[config.mk]
export PLATFORM = sky130hd
export DESIGN_NAME = gtc_top
export DESIGN_NICKNAME = d
export VERILOG_FILES = /design/src/hw/gtc_pkg.sv /design/src/hw/gtc_chan_if.sv /design/src/hw/gtc_channel.sv /design/src/hw/gtc_top.sv
export SDC_FILE = /design/constraint.sdc
export NUM_CORES = 1
export LEC_CHECK = 0
export BUFFER_PORTS_ARGS = -buffer_cell sky130_fd_sc_hd__buf_4
export CORE_ASPECT_RATIO = 2
export CORE_MARGIN = 1.5
export CORE_UTILIZATION = 54
export CTS_CLUSTER_DIAMETER = 30
export DETAILED_ROUTE_END_ITERATION = 8
export PLACE_DENSITY = 0.79
export SYNTH_ARGS = -nofsm -noshare
export SYNTH_HDL_FRONTEND = slang
export SYNTH_SLANG_ARGS = --single-unit
[constraint.sdc]
create_clock -name mclk -period 2.7 [get_ports mclk]
set_input_delay 0.405 -clock mclk [delete_from_list [all_inputs] [get_ports mclk]]
set_output_delay 0.405 -clock mclk [all_outputs]
set_load 0.01 [all_outputs]
[src/hw/gtc_pkg.sv]
// constants, field layout and mode types for the five-channel down-counting timer group
// assumes a single 100 MHz peripheral clock and an APB register slave in front of it
// Functional notes
// RULE1: five 16-bit timer channels, each independent except that event mode can count the previous channel's underflows.
// RULE2: two lowest mode register bits pick timer, event, one-shot or pulse-width mode; code 3 (MODE_PWM) runs as timer mode here.
// RULE3: one-shot mode halts counting once the counter reaches zero.
// RULE4: event mode counts input pin edges or the previous channel's underflows.
// RULE5: timer mode counts the peripheral clock divided by one, eight or thirty-two.
// RULE6: counter decrements and reloads on underflow, dividing by reload plus one.
// RULE7: setting the count-start bit starts counting.
// RULE8: clearing the count-start bit stops counting.
// RULE9: every underflow in timer mode raises the channel interrupt request.
// RULE10: reading the count register returns the live counter value.
// RULE11: writing the count register while stopped loads reload and counter.
// RULE12: writing while counting loads only reload; counter takes it at next reload.
// RULE13: with gate selected, the input pin level starts and stops counting.
// RULE14: with pulse output selected, the output pin toggles on every underflow.
// RULE15: input pin serves as general port input or as gate input.
// RULE16: output pin serves as general port output or as toggling pulse output.
// RULE17: mode, clock select and gate level encodings are fixed in this package.
// RULE18: interrupt requests are sticky status bits cleared by software reading them.
package gtc_pkg;
  localparam int NUM_CHAN = 5;
  localparam int CNT_W = 16;
  localparam int ADDR_W = 8;

  localparam logic [ADDR_W-1:0] ADDR_START = 8'h00;
  localparam logic [ADDR_W-1:0] ADDR_IRQ_STAT = 8'h04;
  localparam logic [ADDR_W-1:0] ADDR_IRQ_MASK = 8'h08;
  localparam logic [ADDR_W-1:0] ADDR_PORT_OUT = 8'h0C;
  localparam logic [ADDR_W-1:0] ADDR_PORT_IN = 8'h10;
  localparam logic [ADDR_W-1:0] ADDR_CHAN_BASE = 8'h20;
  localparam logic [ADDR_W-1:0] CHAN_STRIDE = 8'h08;
  localparam logic [ADDR_W-1:0] OFS_MODE = 8'h00;
  localparam logic [ADDR_W-1:0] OFS_COUNT = 8'h04;

  // mode register fields
  localparam int MODE_LSB = 0;
  localparam int PULSE_BIT = 2;
  localparam int GATE_EN_BIT = 3;
  localparam int GATE_HI_BIT = 4;
  localparam int EVT_SRC_BIT = 5;
  localparam int CLKSEL_LSB = 6;
  localparam int MODE_REG_W = 8;

  localparam logic [MODE_REG_W-1:0] MODE_RST = 8'h00;
  localparam logic [CNT_W-1:0] COUNT_RST = 16'h0000;
  localparam logic [NUM_CHAN-1:0] BITS_RST = 5'h00;

  // prescaler: f8 and f32 enables from one free-running 5-bit counter
  localparam int PRESC_W = 5;
  localparam logic [2:0] DIV8_LAST = 3'h7;
  localparam logic [PRESC_W-1:0] DIV32_LAST = 5'h1F;

  typedef enum logic [1:0] {MODE_TIMER, MODE_EVENT, MODE_ONESHOT, MODE_PWM} gtc_mode_e;
  typedef enum logic [1:0] {CLK_F1, CLK_F8, CLK_F32, CLK_RSV} gtc_clk_e;
endpackage : gtc_pkg

[src/hw/gtc_chan_if.sv]
// bundle between the register/pin top and one counter channel
// assumes both ends run on mclk
`timescale 1ns/1ps
interface gtc_chan_if;
  import gtc_pkg::*;
  gtc_mode_e mode;
  gtc_clk_e clk_sel;
  logic gate_en;
  logic gate_hi;
  logic evt_src;
  logic run;
  logic wr_stb;
  logic [CNT_W-1:0] wdata;
  logic en_f8;
  logic en_f32;
  logic pin_level;
  logic pin_rise;
  logic prev_uf;
  logic [CNT_W-1:0] count;
  logic uf;
  logic done;
  logic tog;
  modport ctrl (output mode, clk_sel, gate_en, gate_hi, evt_src, run, wr_stb, wdata,
    en_f8, en_f32, pin_level, pin_rise, prev_uf, input count, uf, done, tog);
  modport chan (input mode, clk_sel, gate_en, gate_hi, evt_src, run, wr_stb, wdata,
    en_f8, en_f32, pin_level, pin_rise, prev_uf, output count, uf, done, tog);
endinterface : gtc_chan_if

[src/hw/gtc_channel.sv]
// one 16-bit down counter with reload register and pulse toggle
// assumes pin inputs already synchronised and count enables one mclk wide
`timescale 1ns/1ps
module gtc_channel
  import gtc_pkg::*;
(
  input wire logic mclk,
  input wire logic srst,
  gtc_chan_if.chan ch
);
  logic [CNT_W-1:0] cnt;
  logic [CNT_W-1:0] reload;
  logic tog;
  logic uf;
  logic done;
  logic presc_en;
  logic gate_ok;
  logic tick;

  always_comb begin
    unique case (ch.clk_sel)
      CLK_F1: presc_en = 1'b1; // [RULE5]
      CLK_F8: presc_en = ch.en_f8; // [RULE5]
      CLK_F32, CLK_RSV: presc_en = ch.en_f32; // [RULE5]
    endcase
  end

  // gate compares the pin with the chosen active level
  assign gate_ok = !ch.gate_en || (ch.pin_level == ch.gate_hi); // [RULE13] [RULE15]
  assign tick = (ch.mode == MODE_EVENT) ?
    (ch.run && (ch.evt_src ? ch.prev_uf : ch.pin_rise)) : // [RULE4]
    // done holds off the tick until START drops; a second halt pulse would toggle the pin back
    (ch.run && presc_en && gate_ok && !done); // [RULE3] [RULE7] [RULE8]

  always_ff @(posedge mclk) begin
    if (srst) begin
      cnt <= COUNT_RST;
      reload <= COUNT_RST;
      uf <= 1'b0;
      done <= 1'b0;
    end else begin
      uf <= 1'b0;
      done <= 1'b0;
      if (tick) begin
        if (ch.mode == MODE_ONESHOT) begin
          if (cnt <= 16'h0001) begin
            cnt <= COUNT_RST; // [RULE3]
            done <= 1'b1; // [RULE3]
          end else begin
            cnt <= cnt - 16'h0001;
          end
        end else if (cnt == COUNT_RST) begin
          cnt <= reload; // [RULE6]
          uf <= 1'b1; // [RULE9]
        end else begin
          cnt <= cnt - 16'h0001; // [RULE6]
        end
      end
      if (ch.wr_stb) begin
        reload <= ch.wdata; // [RULE11] [RULE12]
        if (!ch.run) begin
          cnt <= ch.wdata; // [RULE11]
        end
      end
    end
  end

  always_ff @(posedge mclk) begin
    if (srst) begin
      tog <= 1'b0;
    end else if (uf || done) begin
      tog <= ~tog; // [RULE14]
    end
  end

  assign ch.count = cnt; // [RULE10]
  assign ch.uf = uf;
  assign ch.done = done;
  assign ch.tog = tog;
endmodule : gtc_channel

[src/hw/gtc_top.sv]
// five timer channels behind an APB slave, with prescaler, pin functions and interrupt
// assumes APB master on mclk; gate pins are asynchronous and synchronised here
//
// Chosen here: the placing of the registers and the APB register port.
`timescale 1ns/1ps
module gtc_top
  import gtc_pkg::*;
(
  input wire logic mclk,
  input wire logic srst,
  input wire logic psel,
  input wire logic penable,
  input wire logic pwrite,
  input wire logic [ADDR_W-1:0] paddr,
  input wire logic [31:0] pwdata,
  output logic [31:0] prdata,
  output logic pready,
  output logic pslverr,
  input wire logic [NUM_CHAN-1:0] channel_gate_input_pin,
  output logic [NUM_CHAN-1:0] channel_pulse_output_pin,
  output logic irq
);
  logic [NUM_CHAN-1:0] start;
  logic [NUM_CHAN-1:0] irq_stat;
  logic [NUM_CHAN-1:0] irq_mask;
  logic [NUM_CHAN-1:0] port_out;
  logic [MODE_REG_W-1:0] mode_reg [NUM_CHAN];
  logic [NUM_CHAN-1:0] pin_meta;
  logic [NUM_CHAN-1:0] pin_sync;
  logic [NUM_CHAN-1:0] pin_dly;
  logic [PRESC_W-1:0] presc;
  logic en_f8;
  logic en_f32;
  logic [NUM_CHAN-1:0] uf_vec;
  logic [NUM_CHAN-1:0] done_vec;
  logic [NUM_CHAN-1:0] tog_vec;
  logic [CNT_W-1:0] count_vec [NUM_CHAN];
  logic setup;
  logic access;
  logic wr;
  logic [31:0] next_rdata;
  logic next_err;
  logic err_q;
  logic [NUM_CHAN-1:0] rd_clr;
  logic [NUM_CHAN-1:0] next_rd_clr;
  logic [ADDR_W-1:0] chan_rel;
  logic [2:0] chan_idx;
  logic chan_hit;
  logic [NUM_CHAN-1:0] evt_vec;

  assign setup = psel && !penable;
  assign access = psel && penable;
  assign wr = access && pwrite;
  assign pready = 1'b1;
  assign pslverr = access && err_q;

  // channel window decode: stride 8, mode then count
  assign chan_rel = paddr - ADDR_CHAN_BASE;
  assign chan_idx = chan_rel[5:3];
  assign chan_hit = (paddr >= ADDR_CHAN_BASE) && (chan_idx < 3'(NUM_CHAN)) &&
    (chan_rel[1:0] == 2'b00) && (paddr < ADDR_CHAN_BASE + 8'(NUM_CHAN) * CHAN_STRIDE);

  // three flops per pin; the second stage feeds logic, the third only the rise detect
  always_ff @(posedge mclk) begin
    if (srst) begin
      pin_meta <= BITS_RST;
      pin_sync <= BITS_RST;
      pin_dly <= BITS_RST;
    end else begin
      pin_meta <= channel_gate_input_pin;
      pin_sync <= pin_meta;
      pin_dly <= pin_sync;
    end
  end

  always_ff @(posedge mclk) begin
    if (srst) begin
      presc <= '0;
    end else begin
      presc <= presc + 5'h01;
    end
  end
  assign en_f8 = (presc[2:0] == DIV8_LAST); // [RULE5]
  assign en_f32 = (presc == DIV32_LAST); // [RULE5]

  // read data and error are latched in the setup cycle so prdata comes from a flop
  always_comb begin
    next_rdata = 32'h0000_0000;
    next_err = 1'b0;
    next_rd_clr = '0;
    if (chan_hit) begin
      if (chan_rel[2:0] == OFS_MODE[2:0]) begin
        next_rdata = {24'h00_0000, mode_reg[chan_idx]};
      end else begin
        next_rdata = {16'h0000, count_vec[chan_idx]}; // [RULE10]
      end
    end else begin
      unique case (paddr)
        ADDR_START: next_rdata = {27'h0, start};
        ADDR_IRQ_STAT: begin
          next_rdata = {27'h0, irq_stat};
          next_rd_clr = pwrite ? '0 : irq_stat; // [RULE18]
        end
        ADDR_IRQ_MASK: next_rdata = {27'h0, irq_mask};
        ADDR_PORT_OUT: next_rdata = {27'h0, port_out};
        ADDR_PORT_IN: next_rdata = {27'h0, pin_sync}; // [RULE15]
        default: next_err = 1'b1;
      endcase
    end
  end

  always_ff @(posedge mclk) begin
    if (srst) begin
      prdata <= 32'h0000_0000;
      err_q <= 1'b0;
      rd_clr <= '0;
    end else if (setup) begin
      prdata <= next_rdata;
      err_q <= next_err;
      rd_clr <= next_rd_clr;
    end
  end

  // software write to the start register wins over a one-shot halt in the same cycle
  always_ff @(posedge mclk) begin
    if (srst) begin
      start <= BITS_RST;
    end else if (wr && !err_q && paddr == ADDR_START) begin
      start <= pwdata[NUM_CHAN-1:0]; // [RULE7] [RULE8]
    end else begin
      start <= start & ~done_vec; // [RULE3]
    end
  end

  always_ff @(posedge mclk) begin
    if (srst) begin
      irq_mask <= BITS_RST;
      port_out <= BITS_RST;
    end else if (wr) begin
      if (paddr == ADDR_IRQ_MASK) begin
        irq_mask <= pwdata[NUM_CHAN-1:0];
      end
      if (paddr == ADDR_PORT_OUT) begin
        port_out <= pwdata[NUM_CHAN-1:0];
      end
    end
  end

  // only bits seen by the read are cleared, and a new event in the clear cycle stays set
  always_ff @(posedge mclk) begin
    if (srst) begin
      irq_stat <= BITS_RST;
    end else begin
      irq_stat <= (irq_stat & ~((access && !pwrite) ? rd_clr : '0)) | uf_vec | done_vec; // [RULE9] [RULE18]
    end
  end
  assign irq = |(irq_stat & irq_mask); // [RULE18]

  for (genvar i = 0; i < NUM_CHAN; i++) begin : g_chan
    gtc_chan_if ch_if ();
    logic mode_wr;
    logic count_wr;

    assign mode_wr = wr && chan_hit && (chan_idx == 3'(i)) && (chan_rel[2:0] == OFS_MODE[2:0]);
    assign count_wr = wr && chan_hit && (chan_idx == 3'(i)) && (chan_rel[2:0] == OFS_COUNT[2:0]);

    always_ff @(posedge mclk) begin
      if (srst) begin
        mode_reg[i] <= MODE_RST;
      end else if (mode_wr) begin
        mode_reg[i] <= pwdata[MODE_REG_W-1:0];
      end
    end

    assign ch_if.mode = gtc_mode_e'(mode_reg[i][MODE_LSB+:2]); // [RULE2] [RULE17]
    assign ch_if.clk_sel = gtc_clk_e'(mode_reg[i][CLKSEL_LSB+:2]); // [RULE17]
    assign ch_if.gate_en = mode_reg[i][GATE_EN_BIT]; // [RULE13]
    assign ch_if.gate_hi = mode_reg[i][GATE_HI_BIT]; // [RULE17]
    assign ch_if.evt_src = mode_reg[i][EVT_SRC_BIT]; // [RULE4]
    assign ch_if.run = start[i]; // [RULE7] [RULE8]
    assign ch_if.wr_stb = count_wr; // [RULE11] [RULE12]
    assign ch_if.wdata = pwdata[CNT_W-1:0];
    assign ch_if.en_f8 = en_f8;
    assign ch_if.en_f32 = en_f32;
    assign ch_if.pin_level = pin_sync[i];
    assign ch_if.pin_rise = pin_sync[i] && !pin_dly[i];
    // ring: channel 0 takes channel 4's underflow
    assign ch_if.prev_uf = uf_vec[(i + NUM_CHAN - 1) % NUM_CHAN]; // [RULE4]
    assign uf_vec[i] = ch_if.uf;
    assign done_vec[i] = ch_if.done;
    assign tog_vec[i] = ch_if.tog;
    assign count_vec[i] = ch_if.count;
    assign evt_vec[i] = mode_reg[i][PULSE_BIT];

    gtc_channel u_chan (
      .mclk(mclk),
      .srst(srst),
      .ch(ch_if.chan)
    ); // [RULE1]
  end

  always_ff @(posedge mclk) begin
    if (srst) begin
      channel_pulse_output_pin <= BITS_RST;
    end else begin
      channel_pulse_output_pin <= (evt_vec & tog_vec) | (~evt_vec & port_out); // [RULE14] [RULE16]
    end
  end
endmodule : gtc_top

==> flow_summary_export.csv <==
group,metric,value,unit
run_status,status,"complete, no violations",
job,maxCapViolCount,0,
clock_tree,htreeDepth,2,
logic_synthesis,synth_top_area_share,33.2,%
logic_synthesis,synth_cells,1721,
clock_tree,cts_setup_buffers,0,
clock_tree,cts_sinks,282,
power,p_leak,6.44,nW
clock_tree,cts-buffers-inserted,41,
cells_and_area,nets,1831,
global_routing,grt_overflow,0,
setup_path,crit_arrival,2.96,ns
logic_synthesis,synth.area.top_cells,"dfxtp_1, edfxtp_1, nand2_1",
route,post_drt_via_cell_ratio,6.41,
logic_synthesis,synthTopCellsByCount,"nand2_1, dfxtp_1, nor2_1",
logic_synthesis,seq_area_frac_synth,41.4,%
placement,placed_area,0.0155,mm^2
clock_tree,clockBufferDepth,3,
power,total_power,10.3,mW
global_routing,grt_pass1_vias,13000,
route,firstDrtPassIters,6,
setup_path,crit_fanout,8,
timing,hold_viol,0,
timing,setup_violations,0,
min_path,hold_path_depth,2,
route,ant_nets,0,
logic_synthesis,avgSynthCellArea,8.48,um^2
setup_path,r2r_cells,7,
logic_synthesis,async_flop_share,0,%
min_path,min_path_type,"in2reg",
cells_and_area,area_delta_synth_final,15.8,%
timing,worst_slew_pin_slew,1.02,ns
floorplan,io_pins,90,
global_routing,grt_pass1_wl,72.9,mm
cells_and_area,fin_area,0.0169,mm^2
setup_path,cp-start-kind,"flip-flop",
cells_and_area,diodes,0,
clock_tree,root_buffer,"clkbuf_16",
timing,slew_viol_final,0,
global_routing,antenna_found_initial,0,
route,drc_errors,0,
global_routing,track_usage,33.1,%
logic_synthesis,yosys.area.top_type,"dfxtp_1",
logic_synthesis,ys_types,73,
route,routedWlPerCell,21.8,um
floorplan,die_y,235,um
clock_tree,clkTransAtPathRegs,0.06,ns
placement,io_buffer_count,56,
placement,detailed_place_hpwl,31.7,mm
cells_and_area,drive_above_1_share,15.2,%
timing,period_minus_slack,2.52,ns
power,vdd_ir_drop_max,717,uV
placement,place_congestion,1.01,
setup_path,crit_type,"reg2reg",
route,drt-total-wl,46.9,mm
cells_and_area,final_util,63.3,%
logic_synthesis,ys_warn_count,0,
logic_synthesis,synth-edff-count,40,
logic_synthesis,ys_seq_elements,282,
logic_synthesis,synth.most_common_cell,"nand2_1",
timing,skew,0.0189,ns
power,power_density,610,mW/mm^2
floorplan,die-width,119,um
setup_path,cp_data_required_time,3.14,ns
floorplan,rows,85,
logic_synthesis,syn-cell-area,0.0146,mm^2
timing,fin_hold_ws,0.0738,ns
timing,timing.fmax,396,MHz
floorplan,initial_core_util,54.7,%
timing,max_slew_margin,31.5,%
setup_path,cp-end-kind,"flip-flop",
timing,fin_crit_sh,93.4,%
clock_tree,clock_latency,0.54,ns
clock_tree,cts_tree,"done",
floorplan,die_area,0.0281,mm^2
global_routing,grt_start_max_net_pins,122,
route,vias,13800,
route,drt-initial-drc-count,1748,
logic_synthesis,synth_ff_type,"dfxtp_1",
floorplan,core_area,0.0267,mm^2
[worst max-delay path, stage by stage, from the launching register on]
cell       delay [ns]
dfxtp_1          0.36
or4_4            0.59
nand2b_4         0.16
or4_4            0.45
nor4_4           0.17
buf_4            0.22
a22oi_1          0.11
a2111oi_2        0.36
[through the flow]
step	cells	setup slack (ns)	TNS, ns
final	2149	0.177	0
after global routing	2149	-0.0344	-0.0445
after CTS	2149	0.0179	0
after detailed placement	2073	-0.0199	-0.0199
after global placement	2073	0.216	0
after floorplan	1736	0.215	0
[layout make-up]
class / count / area, um^2
fillers: 2220 / 9800
multi-input cells: 1288 / 7880
flip-flops and latches: 282 / 6050
clock buffers: 48 / 1150
repair buffers: 133 / 1030
well taps: 348 / 435
clock inverters: 28 / 273
inverters: 22 / 82.6
[layer usage]
| metal | up-vias | part of all wire (%) | wire length [um] | global-route usage (%) |
|---|---|---|---|---|
| met3 | 175 | 9.4 | 4410 | 5.79 |
| met1 | 6518 | 37 | 17300 | 41.0 |
| met4 | 0 | 6.7 | 3140 | 19.5 |
| li1 | 6317 | - | - | - |
| met5 | - | 0 | 0 | 0 |
| met2 | 764 | 47 | 22100 | 53.8 |
[path summary, 6_finish.rpt]
path	endpoint	start	slack, ns
max	g_chan[4].u_chan.ch.count[13]	g_chan[4].u_chan.ch.count[11]	0.18
min	pin_meta[0]	channel_gate_input_pin[0]	0.07
max reg2reg	g_chan[4].u_chan.ch.count[13]	g_chan[4].u_chan.ch.count[11]	0.18
min reg2reg	pin_sync[0]	pin_meta[0]	0.44
[where the power goes]
part | switching [mW] | internal [mW] | leakage (nW)
combinational | 0.338 | 0.150 | 3.41
sequential | 0.0394 | 4.30 | 2.33
clock | 2.09 | 3.38 | 0.697
[cell usage in the layout (no fill, tap or decap), types with 16 or more instances in the layout]
cell type    n
nor2b_1     40
a211oi_1    30
buf_4      130
clkbuf_16   44
inv_1       22
mux2i_1     23
mux4_2      30
conb_1      17
edfxtp_1    40
nor3_1      86
nor2_1     180
or3_1       16
a21oi_1    120
a22oi_1     35
xor2_1      36
dfxtp_1    242
nor4_1      61
nand2_1    249
and2_1      48
a221oi_1    34
o31ai_1     17
o21ai_0     44
o22ai_1     16
nand3_1     27
nand4_1     16
[cell families (layout without fill, tap and decap cells)]
group / Yosys count / after routing / synth area share [%]
compound gates: 353 / 353 / 15.9
xor+xnor: 48 / 48 / 2.88
fa+ha+maj: 13 / 13 / 1.11
buf+inv: 166 / 231 / 5.15
flops: 282 / 282 / 41.4
mux: 58 / 58 / 6.59
other cells: 2 / 17 / 0.0515
simple gates: 799 / 799 / 26.9
[repair_timing]
action,CTS,global route
pin swaps,1,1
resized for setup,0,5
setup endpoints to repair,1,27
hold buffers,0,0
Power figures use the tool's default switching activity.
